File: src/rtl/aofc_pkg.sv
// package: register map, field positions, reset values and pattern codes of the output format bank
package aofc_pkg;
	// ----------------------------------------
	// register offsets
	// ----------------------------------------
	localparam logic [7:0] OFS_STATS_SOURCE_SELECT = 8'h02;
	localparam logic [7:0] OFS_LANE_BIT_ORDER_CTRL = 8'h03;
	localparam logic [7:0] OFS_LANE_SWAP_CTRL = 8'h04;
	localparam logic [7:0] OFS_LANE_COUNT_CTRL = 8'h05;
	localparam logic [7:0] OFS_PATTERN_ENABLE_SOFT_RESET = 8'h06;
	localparam logic [7:0] OFS_OVERRANGE_LSB_CTRL = 8'h07;
	localparam logic [7:0] OFS_OUTPUT_FORMAT_CTRL = 8'h09;
	localparam logic [7:0] OFS_PATTERN_CODE_AB = 8'h0a;
	localparam logic [7:0] OFS_PATTERN_CODE_CD = 8'h0b;
	// ----------------------------------------
	// field positions
	// ----------------------------------------
	localparam int POS_STATS_CHANNEL_SELECT = 6;
	localparam int POS_BIT_ORDER = 0;
	localparam int POS_LANE_SWAP = 0;
	localparam int POS_LANE_COUNT_SELECT = 0;
	localparam int POS_SOFT_RESET = 0;
	localparam int POS_PATTERN_ENABLE = 1;
	localparam int POS_OVERRANGE_IN_LSB = 0;
	localparam int POS_NUMBER_FORMAT = 0;
	localparam int POS_PATTERN_ALIGN = 1;
	localparam int POS_CODE_HI = 4;
	// ----------------------------------------
	// reset values
	// ----------------------------------------
	localparam logic [7:0] RST_REG = 8'h00;
	localparam logic [3:0] RST_PATTERN_CODE = 4'h0;
	// ----------------------------------------
	// sample and pattern constants
	// ----------------------------------------
	localparam int SAMPLE_W = 12;
	localparam int LANE_HALF = 6;
	localparam logic [3:0] PAT_NORMAL = 4'h0;
	localparam logic [3:0] PAT_ZEROS = 4'h1;
	localparam logic [3:0] PAT_ONES = 4'h2;
	localparam logic [3:0] PAT_TOGGLE = 4'h3;
	localparam logic [3:0] PAT_RAMP = 4'h4;
	localparam logic [3:0] PAT_DESKEW = 4'h6;
	localparam logic [11:0] TOGGLE_A = 12'haaa;
	localparam logic [11:0] DESKEW_WORD = 12'haaa;
endpackage : aofc_pkg

File: src/rtl/aofc_top.sv
// output format control bank: registers and per-channel sample formatting onto two serial lanes
//
// Design decision made here: strobed register access.
`timescale 1ns/100ps
`default_nettype none
module aofc_top import aofc_pkg::*; #(
	parameter int NUM_CH = 4
) (
	// clock and reset
	input wire logic clk,
	input wire logic srst,
	// register port
	input wire logic [7:0] reg_addr,
	input wire logic [7:0] reg_wdata,
	input wire logic reg_wr,
	input wire logic reg_rd,
	output logic [7:0] reg_rdata,
	// converter samples, one strobe per sample period, two's complement
	input wire logic sample_valid,
	input wire logic [NUM_CH*SAMPLE_W-1:0] sample_data,
	input wire logic [NUM_CH-1:0] overrange_flag,
	// formatted words: lane0 and lane1 bit groups per channel
	output logic word_valid,
	output logic [NUM_CH*SAMPLE_W-1:0] word_data,
	output logic [NUM_CH*LANE_HALF-1:0] lane0_pair,
	output logic [NUM_CH*LANE_HALF-1:0] lane1_pair,
	output logic [NUM_CH-1:0] lane1_active,
	// statistics source
	output logic [1:0] stats_channel_select,
	output logic [SAMPLE_W-1:0] stats_sample
);
	initial begin
		if (NUM_CH != 4) $error("aofc_top: NUM_CH must be 4");
	end

	// ----------------------------------------
	// registers
	// ----------------------------------------
	logic [1:0] stats_sel_q;
	logic bit_order_q;
	logic lane_swap_q;
	logic lane_count_select_q;
	logic pattern_enable_q;
	logic soft_reset_q;
	logic overrange_in_lsb_q;
	logic pattern_align_q;
	logic number_format_q;
	logic [3:0] pattern_code_q [NUM_CH];
	logic rst_all;

	// soft reset acts one cycle after the write and restores every field
	assign rst_all = srst | soft_reset_q;

	// self-clearing soft reset bit; set by a write of 1, gone the next cycle
	always_ff @(posedge clk) begin
		if (srst || soft_reset_q) begin
			soft_reset_q <= 1'b0;
		end else if (reg_wr && reg_addr == OFS_PATTERN_ENABLE_SOFT_RESET) begin
			soft_reset_q <= reg_wdata[POS_SOFT_RESET];
		end
	end

	// configuration fields; unassigned bits are dropped, host writes them as zero
	always_ff @(posedge clk) begin
		if (rst_all) begin
			stats_sel_q <= RST_REG[1:0];
			bit_order_q <= 1'b0;
			lane_swap_q <= 1'b0;
			lane_count_select_q <= 1'b0;
			pattern_enable_q <= 1'b0;
			overrange_in_lsb_q <= 1'b0;
			pattern_align_q <= 1'b0;
			number_format_q <= 1'b0;
			for (int i = 0; i < NUM_CH; i++) begin
				pattern_code_q[i] <= RST_PATTERN_CODE;
			end
		end else if (reg_wr) begin
			case (reg_addr)
				OFS_STATS_SOURCE_SELECT: begin
					stats_sel_q <= reg_wdata[POS_STATS_CHANNEL_SELECT +: 2];
				end
				OFS_LANE_BIT_ORDER_CTRL: begin
					bit_order_q <= reg_wdata[POS_BIT_ORDER];
				end
				OFS_LANE_SWAP_CTRL: begin
					lane_swap_q <= reg_wdata[POS_LANE_SWAP];
				end
				OFS_LANE_COUNT_CTRL: begin
					lane_count_select_q <= reg_wdata[POS_LANE_COUNT_SELECT];
				end
				OFS_PATTERN_ENABLE_SOFT_RESET: begin
					pattern_enable_q <= reg_wdata[POS_PATTERN_ENABLE];
				end
				OFS_OVERRANGE_LSB_CTRL: begin
					overrange_in_lsb_q <= reg_wdata[POS_OVERRANGE_IN_LSB];
				end
				OFS_OUTPUT_FORMAT_CTRL: begin
					number_format_q <= reg_wdata[POS_NUMBER_FORMAT];
					pattern_align_q <= reg_wdata[POS_PATTERN_ALIGN];
				end
				OFS_PATTERN_CODE_AB: begin
					pattern_code_q[0] <= reg_wdata[POS_CODE_HI +: 4];
					pattern_code_q[1] <= reg_wdata[3:0];
				end
				OFS_PATTERN_CODE_CD: begin
					pattern_code_q[2] <= reg_wdata[POS_CODE_HI +: 4];
					pattern_code_q[3] <= reg_wdata[3:0];
				end
				default: begin
				end
			endcase
		end
	end

	// read data one cycle after the strobe; write-only bits read as zero
	always_ff @(posedge clk) begin
		if (srst) begin
			reg_rdata <= RST_REG;
		end else if (reg_rd) begin
			case (reg_addr)
				OFS_STATS_SOURCE_SELECT: reg_rdata <= {stats_sel_q, 6'h00};
				OFS_LANE_BIT_ORDER_CTRL: reg_rdata <= {7'h00, bit_order_q};
				OFS_LANE_SWAP_CTRL: reg_rdata <= {7'h00, lane_swap_q};
				OFS_LANE_COUNT_CTRL: reg_rdata <= {7'h00, lane_count_select_q};
				OFS_PATTERN_ENABLE_SOFT_RESET: reg_rdata <= {6'h00, pattern_enable_q, soft_reset_q};
				OFS_OVERRANGE_LSB_CTRL: reg_rdata <= {7'h00, overrange_in_lsb_q};
				OFS_OUTPUT_FORMAT_CTRL: reg_rdata <= {6'h00, pattern_align_q, number_format_q};
				OFS_PATTERN_CODE_AB: reg_rdata <= {pattern_code_q[0], pattern_code_q[1]};
				OFS_PATTERN_CODE_CD: reg_rdata <= {pattern_code_q[2], pattern_code_q[3]};
				default: reg_rdata <= 8'h00;
			endcase
		end else begin
			reg_rdata <= 8'h00;
		end
	end

	// ----------------------------------------
	// pattern generator timing
	// ----------------------------------------
	logic [SAMPLE_W-1:0] ramp_q [NUM_CH];
	logic [NUM_CH-1:0] toggle_q;
	logic pat_on_q;

	// ramps and toggles per channel step once per sample strobe; align forces all to channel 0
	always_ff @(posedge clk) begin
		if (rst_all) begin
			pat_on_q <= 1'b0;
			toggle_q <= '0;
			for (int i = 0; i < NUM_CH; i++) begin
				ramp_q[i] <= '0;
			end
		end else begin
			// enable edge is tracked every cycle so an off-on pair between samples still restarts
			pat_on_q <= pattern_enable_q;
			for (int i = 0; i < NUM_CH; i++) begin
				// a channel restarts whenever patterns are newly enabled
				if (pattern_enable_q && !pat_on_q) begin
					ramp_q[i] <= '0;
					toggle_q[i] <= 1'b0;
				end else if (!sample_valid) begin
					// hold between samples
				end else if (pattern_align_q && i != 0) begin
					ramp_q[i] <= ramp_q[0] + 12'h001;
					toggle_q[i] <= ~toggle_q[0];
				end else begin
					ramp_q[i] <= ramp_q[i] + 12'h001;
					toggle_q[i] <= ~toggle_q[i];
				end
			end
		end
	end

	// ----------------------------------------
	// formatting functions
	// ----------------------------------------
	// pattern word for one code; unlisted codes give zeros
	function automatic logic [SAMPLE_W-1:0] pattern_word(input logic [3:0] code, input logic [SAMPLE_W-1:0] ramp,
		input logic tog);
		case (code)
			PAT_ZEROS: pattern_word = '0;
			PAT_ONES: pattern_word = '1;
			PAT_TOGGLE: pattern_word = tog ? ~TOGGLE_A : TOGGLE_A;
			PAT_RAMP: pattern_word = ramp;
			PAT_DESKEW: pattern_word = DESKEW_WORD;
			default: pattern_word = '0;
		endcase
	endfunction : pattern_word

	// split a word into lane 0 and lane 1 groups
	function automatic logic [2*LANE_HALF-1:0] lane_split(input logic [SAMPLE_W-1:0] w, input logic odd_even);
		logic [LANE_HALF-1:0] l0;
		logic [LANE_HALF-1:0] l1;
		l0 = w[LANE_HALF-1:0];
		l1 = w[SAMPLE_W-1:LANE_HALF];
		if (odd_even) begin
			for (int b = 0; b < LANE_HALF; b++) begin
				l0[b] = w[2*b];
				l1[b] = w[2*b+1];
			end
		end
		lane_split = {l1, l0};
	endfunction : lane_split

	// ----------------------------------------
	// per-channel output path
	// ----------------------------------------
	logic [SAMPLE_W-1:0] fmt_word [NUM_CH];
	logic [2*LANE_HALF-1:0] split_word [NUM_CH];

	generate
		for (genvar c = 0; c < NUM_CH; c++) begin : g_ch
			logic [SAMPLE_W-1:0] raw;
			logic [SAMPLE_W-1:0] coded;
			logic [SAMPLE_W-1:0] src;
			assign raw = sample_data[c*SAMPLE_W +: SAMPLE_W];
			// offset binary inverts the sign bit of two's complement
			assign coded = number_format_q ? {~raw[SAMPLE_W-1], raw[SAMPLE_W-2:0]} : raw;
			// pattern replaces data only when enabled and code is not normal
			assign src = (pattern_enable_q && pattern_code_q[c] != PAT_NORMAL)
				? pattern_word(pattern_code_q[c], ramp_q[c], toggle_q[c]) : coded;
			// overrange replaces the least significant bit
			assign fmt_word[c] = overrange_in_lsb_q ? {src[SAMPLE_W-1:1], overrange_flag[c]} : src;
			// one-lane mode ignores bit order
			assign split_word[c] = lane_split(fmt_word[c], bit_order_q && !lane_count_select_q);
		end
	endgenerate

	// registered outputs; word and lane groups update once per sample strobe, word_valid and lane1_active every cycle
	always_ff @(posedge clk) begin
		if (rst_all) begin
			word_valid <= 1'b0;
			word_data <= '0;
			lane0_pair <= '0;
			lane1_pair <= '0;
			lane1_active <= '1;
		end else begin
			word_valid <= sample_valid;
			if (sample_valid) begin
				for (int c = 0; c < NUM_CH; c++) begin
					word_data[c*SAMPLE_W +: SAMPLE_W] <= fmt_word[c];
					if (lane_count_select_q) begin
						// one lane: low six bits of the word go out on lane 0, lane 1 idle
						lane0_pair[c*LANE_HALF +: LANE_HALF] <= split_word[c][LANE_HALF-1:0];
						lane1_pair[c*LANE_HALF +: LANE_HALF] <= '0;
					end else if (lane_swap_q) begin
						lane0_pair[c*LANE_HALF +: LANE_HALF] <= split_word[c][2*LANE_HALF-1:LANE_HALF];
						lane1_pair[c*LANE_HALF +: LANE_HALF] <= split_word[c][LANE_HALF-1:0];
					end else begin
						lane0_pair[c*LANE_HALF +: LANE_HALF] <= split_word[c][LANE_HALF-1:0];
						lane1_pair[c*LANE_HALF +: LANE_HALF] <= split_word[c][2*LANE_HALF-1:LANE_HALF];
					end
				end
			end
			lane1_active <= {NUM_CH{~lane_count_select_q}};
		end
	end

	// statistics source selection
	always_ff @(posedge clk) begin
		if (rst_all) begin
			stats_channel_select <= 2'h0;
			stats_sample <= '0;
		end else begin
			stats_channel_select <= stats_sel_q;
			if (sample_valid) begin
				stats_sample <= fmt_word[stats_sel_q];
			end
		end
	end
endmodule : aofc_top
`default_nettype wire

File: config.mk
export PLATFORM = sky130hd
export DESIGN_NAME = aofc_top
export DESIGN_NICKNAME = d
export VERILOG_FILES = /design/src/rtl/aofc_pkg.sv /design/src/rtl/aofc_top.sv
export SDC_FILE = /design/constraint.sdc
export NUM_CORES = 1
export LEC_CHECK = 0
export BUFFER_PORTS_ARGS = -buffer_cell sky130_fd_sc_hd__buf_4
export CAP_MARGIN = 0
export CORE_UTILIZATION = 52
export CTS_BUF_LIST = sky130_fd_sc_hd__clkbuf_8
export DETAILED_ROUTE_END_ITERATION = 6
export GPL_TIMING_DRIVEN = 0
export PLACE_DENSITY = 0.89
export SYNTH_ARGS = -nofsm -noshare
export SYNTH_HDL_FRONTEND = slang
export SYNTH_SLANG_ARGS = --single-unit
File: constraint.sdc
create_clock -name clk -period 1.7 [get_ports clk]
set_input_delay 0.255 -clock clk [delete_from_list [all_inputs] [get_ports clk]]
set_output_delay 0.255 -clock clk [all_outputs]
set_load 0.02 [all_outputs]
==> summary.json, run 1 <==
{
  "logic_synthesis": {
    "syn_area_mm2": 0.0105,
    "synth_top_flop_cell": "dfxtp_1",
    "netlist_instances": 1209,
    "syn_avg_cell_area_um2": 8.67,
    "synth_warnings": 0,
    "synth_top_family_by_area": "compound AO/OA/AOI/OAI gates",
    "synth_compound_area_share_pct": 23.8,
    "synth_adder_area_share_pct": 0.477,
    "synth.lib_cells_used.distinct": 65,
    "yosysTopAreaCellShare_pct": 25.8,
    "synth_xor_xnor_area_share_pct": 3.42,
    "mappedNetlistNets": 1286,
    "post_synth_edffs": 64,
    "ys_seq_elements": 199,
    "biggest_area_contributors_in_the_synthesized_netlist": "dfxtp_1 (26%), edfxtp_1 (18%), nand2_1 (5.2%)",
    "asyncSetResetFlopFracSynth_pct": 0,
    "synth_sequential_area_ratio_pct": 44.1,
    "yosysTopAreaCell": "dfxtp_1",
    "yosys-mux-area-fraction_pct": 3.57,
    "synth-simple-area-share_pct": 20.5
  },
  "die": {
    "fp.dieH_um": 144,
    "std_cell_rows": 51,
    "start_util_pct": 53.5,
    "i_o_pins": 196,
    "die_width_um": 144
  },
  "place": {
    "detailed_place_hpwl_um": 30900,
    "place_congestion": 1.04,
    "port_buffers": 193,
    "place_worst_setup_slack_ns": -0.924,
    "dpl.cell_count": 1667
  },
  "run_status": {
    "tool.error": "[ERROR GRT-0232] Routing congestion too high. Check the congestion heatmap in the GUI.",
    "stop_stage": "global routing",
    "status": "did not finish"
  },
  "clocking": {
    "cts-buffers-inserted": 17,
    "htree_num_levels": 4,
    "post_cts_hold_buffer_count": 0,
    "cts.root.buffer_cell": "clkbuf_8",
    "cts_max_path_buffers": 2,
    "tritoncts_sinks": 199
  },
  "timing": {
    "worst_path_end_type": "register input",
    "worst_endpoint": "lane0_pair[21]$_SDFFE_PP0P_/D"
  },
  "global_routing": {
    "pin_count_of_the_biggest_net_entering_global_routing": 25,
    "grt.overflow.total": 127,
    "global_router_s_overall_resource_usage_pct": 77.5
  }
}
-- synthesized netlist by cell type (all sizes together) (4+ instances only) --
master / number
mux2i: 34
o21a: 9
nor3: 41
and3: 11
buf: 32
ha: 4
a21oi: 41
a2bb2oi: 6
nor2: 130
o22ai: 13
o21ai: 121
nand2: 144
and2: 19
a21o: 7
edfxtp: 64
inv: 17
nor3b: 6
clkbuf: 52
nand4: 9
a31oi: 10
nand3: 35
nand2b: 11
xor2: 25
o211ai: 49
xnor2: 16
or3: 5
nor4: 4
o221ai: 25
dfxtp: 135
o41ai: 4
nor4b: 5
a22oi: 49
a22o: 5
nor2b: 19
a32oi: 11
a211oi: 17
-- kinds of logic after synthesis --
logic type                 after synthesis
xor gates and xnor gates                41
buffers and inverters                  102
AOI/OAI and AO/OA                      375
and+or+nand+nor                        452
adders and majority gates                4
muxes                                   36
DFF                                    199
-- stage by stage --
stage / TNS [ns] / cell area [µm²]
floorplan: -0.300 / 10600
global placement: -99.39 / 12300
detailed placement: -106.81 / 12300
CTS: -18.17 / 15800
-- timing repair --
| item | in CTS |
|---|---|
| resized for setup | 481 |
| setup buffers | 136 |
| cloned | 10 |
| setup endpoints to repair | 229 |
| pin swaps | 126 |
-- layer usage --
layer / overflow / global-route usage [%]
met5: 0 / 32.6
met2: 62 / 93.2
met1: 2 / 77.7
met4: 60 / 81.4
met3: 3 / 60.3
==> run 2: changes to the inputs <==
CORE_UTILIZATION = 40   (was 52)
CTS_BUF_LIST = unset   (was sky130_fd_sc_hd__clkbuf_8)
PLACE_DENSITY = unset   (was 0.89)
PLACE_DENSITY_LB_ADDON = 0.15   (was unset)
clock period = 2.2 ns   (was 1.7 ns; I/O delays follow)
==> run 2 against run 1 <==
The run now ends clean; area after synthesis is the same; synthesized cell count is the same.
==> summary.json, run 2 <==
{
  "clocking": {
    "cts.root.buffer_cell": "clkbuf_16",
    "tritoncts": "yes",
    "tritoncts_sinks": {"value": 199, "change": "unchanged"},
    "worst_setup_hold_path_clk_slew_ns": 0.08,
    "htree_num_levels": {"value": 4, "change": "unchanged"},
    "insertion_delay_ns": 0.45,
    "cts-buffers-inserted": {"value": 17, "change": "unchanged"},
    "cts_max_path_buffers": {"value": 2, "change": "unchanged"},
    "post_cts_hold_buffer_count": {"value": 0, "change": "unchanged"}
  },
  "die": {
    "core_area_mm2": 0.0255,
    "std_cell_rows": {"value": 58, "change": "+14%"},
    "die_area_mm2": 0.0269,
    "fp.dieH": {"value": 164, "unit": "µm", "change": "+14%"},
    "die_width": {"value": 164, "unit": "µm", "change": "+14%"},
    "i_o_pins": {"value": 196, "change": "unchanged"},
    "start_util": {"value": 41.2, "unit": "%", "change": "-12 points"}
  },
  "drt": {
    "avgViaCountPerCell": 6.11,
    "routed_wl_um": 43700,
    "wl_per_cell_um": 24.3,
    "vias": 11000,
    "route.antenna.remaining_nets": 0,
    "detail_route.first_pass.iterations": 6,
    "detail_route.iter0.violations": 1364,
    "drc": 0
  },
  "place": {
    "postPlaceCellArea": {"value": 0.0123, "unit": "mm²", "change": "about the same"},
    "dpl.cell_count": {"value": 1732, "change": "+3.9%"},
    "port_buffers": {"value": 193, "change": "unchanged"},
    "detailed_place_hpwl": {"value": 32900, "unit": "µm", "change": "+6.6%"},
    "place_congestion": {"value": 1.00, "change": "-4.2%"}
  },
  "critical_path": {
    "path_max_fanout": 10,
    "r2r_setup_slack_ns": 0.007,
    "worst_setup_path_start_kind": "flop",
    "criticalPathCategory": "reg -> reg",
    "crit_arrival_ns": 2.55,
    "crit_path_end_kind": "flop",
    "required_ns": 2.55
  },
  "global_routing": {
    "pin_count_of_the_biggest_net_entering_global_routing": 20,
    "global_router_s_overall_resource_usage_pct": 32.2,
    "grt.overflow.total": 0,
    "first_pass_grt_wire_length_um": 63000,
    "antenna_violations_before_repair": 0,
    "grt_pass1_vias": 10200
  },
  "logic_synthesis": {
    "mappedNetlistNets": {"value": 1286, "change": "unchanged"},
    "synth_warnings": {"value": 0, "change": "unchanged"},
    "synth.lib_cells_used.distinct": {"value": 65, "change": "unchanged"},
    "synth_top_flop_cell": "dfxtp_1",
    "yosysTopAreaCell": "dfxtp_1",
    "yosysTopAreaCellShare": {"value": 25.8, "unit": "%", "change": "unchanged"},
    "synth_sequential_area_ratio": {"value": 44.1, "unit": "%", "change": "unchanged"},
    "synth.top_cells.by_count": "nand2_1 (144), dfxtp_1 (135), nor2_1 (126)",
    "asyncSetResetFlopFracSynth": {"value": 0, "unit": "%", "change": "unchanged"},
    "biggest_area_contributors_in_the_synthesized_netlist": "dfxtp_1 (26%), edfxtp_1 (18%), nand2_1 (5.2%)",
    "post_synth_edffs": {"value": 64, "change": "unchanged"},
    "ys_seq_elements": {"value": 199, "change": "unchanged"},
    "netlist_instances": {"value": 1209, "change": "unchanged"},
    "syn_area": {"value": 0.0105, "unit": "mm²", "change": "unchanged"},
    "syn_avg_cell_area": {"value": 8.67, "unit": "µm²", "change": "unchanged"},
    "synth.most_common_cell": "nand2_1"
  },
  "timing": {
    "hold_ws_ns": 0.167,
    "fmaxAchievable_mhz": 456,
    "max_slew_margin_pct": 43.3,
    "timing_hold_violations_final": 0,
    "rsz0062_at_grt": "yes",
    "skew_ns": 0.0175,
    "report.final.slew_viol_count": 0,
    "period_share_pct": 99.7,
    "totalNegativeSetupSlack_ns": 0,
    "worst_slew_pin_slew_ns": 0.848,
    "finalCriticalPeriod_ns": 2.19,
    "total_of_endpoints_with_negative_setup_slack_in_the_final_report": 0
  },
  "job": {
    "max_cap_violations": 0
  },
  "cells_and_area": {
    "finalInstanceArea_mm2": 0.0138,
    "n_fill_cell": 2467,
    "final_core_util_pct": 54.0,
    "layout_top_registers": "ramp_q (48), word_data (48)",
    "drive_above_1_share_pct": 26.2,
    "antennaDiodeCount": 0,
    "finalNetCount": 1534,
    "final_cell_count_no_fill": 1799,
    "syn2layout_area_growth_pct": 31.2,
    "layout_common_cells": "buf_4 (232), nand2_1 (140), dfxtp_1 (135)",
    "most_common_cell_after_layout_fill_and_taps_aside": "buf_4"
  },
  "power_and_ir_drop": {
    "power.clock.fraction_pct": 35.8,
    "p_leak_nw": 5.31,
    "total_power_divided_by_cell_area_mw_per_mm2": 644,
    "internal_power_mw": 6.08,
    "irDropWorstVdd_uv": 443,
    "pwr-share-seq_pct": 47.7,
    "power.share.combinational_pct": 16.5,
    "p_sw_mw": 2.78,
    "swShare_pct": 31.4
  },
  "worst_hold_path": {
    "holdCritPathClass": "in -> reg"
  },
  "run_status": {
    "status": "complete, no violations"
  }
}
-- run 2: cell counts after synthesis --
No cell type changed its count.
-- run 2: repair_timing --
item	4_1_cts	5_1_grt
resized for setup	73	67
gates cloned	1	0
pin swaps	4	10
setup buffers	14	21
setup endpoints to repair	129	102
-- run 2: worst paths after layout --
| check | depth (start not counted) | to | from |
|---|---|---|---|
| max | 7 | stats_sample[3] | pattern_code_q[2][2] |
| min | 2 | pattern_code_q[2][1] | reg_wdata[5] |
| max reg2reg | 7 | stats_sample[3] | pattern_code_q[2][2] |
| min reg2reg | 2 | word_data[24] | word_data[24] |
-- run 2: layer usage --
layer  vias to the layer above  share of wire, %  GRT usage, %
met5                         -                 0             0
met4                         0               4.5          15.8
met3                       112               8.9          6.01
met2                       588                47          52.0
met1                      5319                40          41.2
li1                       4972                 -             -
-- run 2: area by class of cell --
cell class                 count  area, µm²  share of cell area, %
inverter                      18       72.6                  0.527
multi-input combinational    908       5940                   43.2
clock inverter                13        136                  0.991
buffer                        84        409                   2.97
sequential                   199       4620                   33.6
timing repair buffer         228       1720                   12.5
tap                          330        413                   3.00
timing repair inverter         1       5.00                 0.0364
clock buffer                  18        430                   3.13
-- run 2: critical path, cell delays in order, from the launching register on --
cell and delay [ns]:
edfxtp_1 0.58, nor2b_1 0.20, buf_4 0.18, o21ai_4 0.06, clkbuf_4 0.22, o21ai_0 0.43, mux2i_1 0.16, a211oi_1 0.26
-- run 2: logic make-up (layout without fill, tap and decap cells) --
kind of cell	count (synthesis)	count (layout)	synth area share (%)
buffers and inverters	102	362	4.13
and+or+nand+nor	452	452	20.5
DFF	199	199	44.1
xor gates and xnor gates	41	41	3.42
adders and majority gates	4	4	0.477
muxes	36	36	3.57
AOI/OAI and AO/OA	375	375	23.8
-- run 2: through the flow --
stage               setup WS [ns]  total power [mW]
global placement           -0.537              5.61
CTS                       -0.0940              8.78
detailed placement         -0.553              5.62
finish                    0.00690              8.87
global route              -0.0373              9.12
floorplan                   0.370              4.96
-- run 2: power by group through the flow --
stage                     Clock (mW)  Combinational (mW)  Sequential [mW]
after floorplan                    0               0.580             4.38
after global placement             0                1.31             4.30
after detailed placement           0                1.32             4.30
after CTS                       3.18                1.38             4.22
after global routing            3.32                1.56             4.25
final                           3.17                1.47             4.23
Power figures use the tool's default switching activity.
==> run 3: changes to the inputs <==
CORE_ASPECT_RATIO = 0.7   (was unset)
==> run 3 against run 2 <==
The flow now finishes with violations (setup timing); routed wire length is 8.1% higher; clock power hardly changed; sequential share of layout area is 1.2 points lower; combinational power is 9.5% higher; cell count is 1.6% higher; non-clock buffer count is 26 higher; clock skew is 0.0064 ns lower; largest power group unchanged; highest routed layer unchanged.
==> summary.json, run 3 (synthesis results as in run 2) <==
{
  "run_status": {
    "status": "finished with violations",
    "violated_checks": "setup timing"
  },
  "global_routing": {
    "global_router_s_overall_resource_usage": {"value": 34.2, "unit": "%", "change": "+2.0 points"},
    "first_pass_grt_wire_length": {"value": 65800, "unit": "µm", "change": "+4.5%"},
    "grt_pass1_vias": {"value": 9876, "change": "-3.2%"},
    "grt.overflow.total": {"value": 0, "change": "unchanged"},
    "antenna_violations_before_repair": {"value": 1, "change": "+1"},
    "pin_count_of_the_biggest_net_entering_global_routing": {"value": 20, "change": "unchanged"}
  },
  "power_and_ir_drop": {
    "power.share.combinational": {"value": 17.9, "unit": "%", "change": "+1.4 points"},
    "power.clock.fraction": {"value": 35.1, "unit": "%", "change": "-0.7 points"},
    "p_sw": {"value": 2.84, "unit": "mW", "change": "+2.2%"},
    "swShare": {"value": 31.7, "unit": "%", "change": "+0.31 points"},
    "internal_power": {"value": 6.13, "unit": "mW", "change": "+0.74%"},
    "power.total": {"value": 8.97, "unit": "mW", "change": "+1.2%"},
    "total_power_divided_by_cell_area": {"value": 629, "unit": "mW/mm²", "change": "-2.3%"},
    "pwr-share-seq": {"value": 47.0, "unit": "%", "change": "-0.7 points"},
    "p_leak": {"value": 5.52, "unit": "nW", "change": "+4.0%"},
    "irDropWorstVdd": {"value": 578, "unit": "µV", "change": "+30%"}
  },
  "critical_path": {
    "regToRegEndpoint": "stats_sample[0]",
    "critical_path.reg2reg.startpoint": "pattern_code_q[2][2]",
    "worst_setup_path_start_kind": "flop",
    "crit_path_end_kind": "flop",
    "path_max_fanout": {"value": 6, "change": "-4"},
    "required": {"value": 2.57, "unit": "ns", "change": "+0.02 ns"},
    "crit_arrival": {"value": 2.66, "unit": "ns", "change": "+0.11 ns"},
    "criticalPathCategory": "reg -> reg",
    "r2r_setup_slack": {"value": -0.09, "unit": "ns", "change": "-0.09 ns"},
    "reg2regPathDepth": {"value": 7, "change": "unchanged"}
  },
  "drt": {
    "wl_per_cell": {"value": 25.8, "unit": "µm", "change": "+6.4%"},
    "drc": {"value": 0, "change": "unchanged"},
    "detail_route.iter0.violations": {"value": 1215, "change": "-11%"},
    "detail_route.first_pass.iterations": {"value": 5, "change": "-1"},
    "vias": {"value": 11300, "change": "+3.1%"},
    "route.antenna.remaining_nets": {"value": 0, "change": "unchanged"},
    "routed_wl": {"value": 47200, "unit": "µm", "change": "+8.1%"},
    "avgViaCountPerCell": {"value": 6.20, "change": "+1.5%"}
  },
  "timing": {
    "max_slew_margin": {"value": 20.3, "unit": "%", "change": "-23 points"},
    "worst_slew_pin_slew": {"value": 1.19, "unit": "ns", "change": "+0.343 ns"},
    "finalCriticalPeriod": {"value": 2.29, "unit": "ns", "change": "+0.0920 ns"},
    "period_share": {"value": 104, "unit": "%", "change": "+4.2 points"},
    "timing_hold_violations_final": {"value": 0, "change": "unchanged"},
    "post-route-worst-setup-slack": {"value": -0.0851, "unit": "ns", "change": "-0.0920 ns"},
    "total_of_endpoints_with_negative_setup_slack_in_the_final_report": {"value": 3, "change": "+3"},
    "skew": {"value": 0.0111, "unit": "ns", "change": "-0.00644 ns"},
    "hold_ws": {"value": 0.160, "unit": "ns", "change": "-0.00771 ns"},
    "report.final.slew_viol_count": {"value": 0, "change": "unchanged"},
    "fmaxAchievable": {"value": 438, "unit": "MHz", "change": "-4.0%"},
    "rsz0062_at_grt": "yes"
  },
  "cells_and_area": {
    "most_common_cell_after_layout_fill_and_taps_aside": "buf_4",
    "finalInstanceArea": {"value": 0.0143, "unit": "mm²", "change": "+3.6%"},
    "finalNetCount": {"value": 1560, "change": "+1.7%"},
    "final_cell_count_no_fill": {"value": 1827, "change": "+1.6%"},
    "layout_common_cells": "buf_4 (252), nand2_1 (138), dfxtp_1 (134)",
    "drive_above_1_share": {"value": 29.1, "unit": "%", "change": "+2.9 points"},
    "antennaDiodeCount": {"value": 0, "change": "unchanged"},
    "syn2layout_area_growth_pct": 35.9,
    "layout_top_registers": "ramp_q (48), word_data (48)",
    "final_core_util": {"value": 55.5, "unit": "%", "change": "+1.5 points"}
  },
  "worst_hold_path": {
    "min_to": "pattern_enable_q",
    "min_from": "reg_wdata[1]",
    "holdCritPathClass": "in -> reg",
    "worstHoldPathCells": {"value": 3, "change": "+1"}
  },
  "job": {
    "max_cap_violations": {"value": 0, "change": "unchanged"}
  },
  "die": {
    "die_area": {"value": 0.0269, "unit": "mm²", "change": "about the same"},
    "start_util": {"value": 40.8, "unit": "%", "change": "-0.35 points"},
    "die_width": {"value": 196, "unit": "µm", "change": "+19%"},
    "fp.dieH": {"value": 137, "unit": "µm", "change": "-16%"},
    "core_area": {"value": 0.0257, "unit": "mm²", "change": "+0.85%"},
    "i_o_pins": {"value": 196, "change": "unchanged"},
    "std_cell_rows": {"value": 49, "change": "-16%"}
  },
  "clocking": {
    "post_cts_hold_buffer_count": {"value": 0, "change": "unchanged"},
    "tritoncts": "yes",
    "cts.root.buffer_cell": "clkbuf_16",
    "cts_max_path_buffers": {"value": 2, "change": "unchanged"},
    "tritoncts_sinks": {"value": 199, "change": "unchanged"},
    "cts-buffers-inserted": {"value": 17, "change": "unchanged"},
    "htree_num_levels": {"value": 4, "change": "unchanged"},
    "insertion_delay": {"value": 0.46, "unit": "ns", "change": "about the same"},
    "worst_setup_hold_path_clk_slew": {"value": 0.08, "unit": "ns", "change": "about the same"}
  },
  "place": {
    "port_buffers": {"value": 193, "change": "unchanged"},
    "place_congestion": {"value": 0.991, "change": "-0.91%"},
    "postPlaceCellArea": {"value": 0.0123, "unit": "mm²", "change": "about the same"},
    "dpl.cell_count": {"value": 1733, "change": "+0.058%"},
    "detailed_place_hpwl": {"value": 35400, "unit": "µm", "change": "+7.6%"}
  }
}
[run 3: worst max-delay path by stage]
stage / start / to / cells after the start
2_1_floorplan: reg_addr[5] / pattern_code_q[2][0] / 6
3_3_place_gp: pattern_enable_q / stats_sample[0] / 6
3_5_place_dp: pattern_enable_q / stats_sample[0] / 6
4_1_cts: pattern_code_q[2][2] / stats_sample[0] / 6
5_1_grt: pattern_code_q[2][3] / stats_sample[0] / 7
6_report: pattern_code_q[2][2] / stats_sample[0] / 7
[run 3: per-layer routing]
layer / share of wire (%) / track usage (%) / vias up
met5: 0 / 0 / -
met4: 1.8 / 9.89 / 0
met3: 14 / 12.1 / 56
met2: 40 / 45.3 / 741
met1: 45 / 50.9 / 5496
li1: - / - / 5034
[run 3: repair_timing]
| item | 4_1_cts | 5_1_grt |
|---|---|---|
| setup buffers | 20 | 42 |
| pin swaps | 4 | 22 |
| gates resized for setup | 102 | 101 |
| endpoints found under the setup margin | 177 | 99 |
| cloned | 1 | 0 |
[run 3: layout make-up]
cell class | instances | area (µm²)
clock buffer | 17 | 425
timing repair buffer | 255 | 2000
sequential | 199 | 4630
clock inverter | 15 | 141
inverter | 18 | 75.1
multi-input combinational | 908 | 6110
timing repair inverter | 1 | 5.00
tap | 331 | 414
fill | 2406 | 11400
buffer | 83 | 457
[run 3: metrics by stage]
stage	setup WS [ns]	TNS (ns)
2_1_floorplan	0.370	0
3_3_place_gp	-0.860	-44.14
3_5_place_dp	-0.887	-46.83
4_1_cts	-0.126	-0.211
5_1_grt	-0.0721	-0.175
6_report	-0.0851	-0.102
[run 3: power groups by stage]
stage / combinational (mW) / clock, mW / sequential [mW]
finish: 1.61 / 3.15 / 4.22
global route: 1.69 / 3.30 / 4.24
CTS: 1.45 / 3.15 / 4.21
detailed placement: 1.34 / 0 / 4.31
global placement: 1.33 / 0 / 4.31
floorplan: 0.580 / 0 / 4.38
[run 3: critical path, stage by stage, from the launching register on]
cell and delay [ns]:
edfxtp_1 0.55, buf_6 0.22, o41ai_4 0.33, buf_4 0.20, nand2_4 0.06, o21a_4 0.15, mux4_2 0.48, a211oi_2 0.20
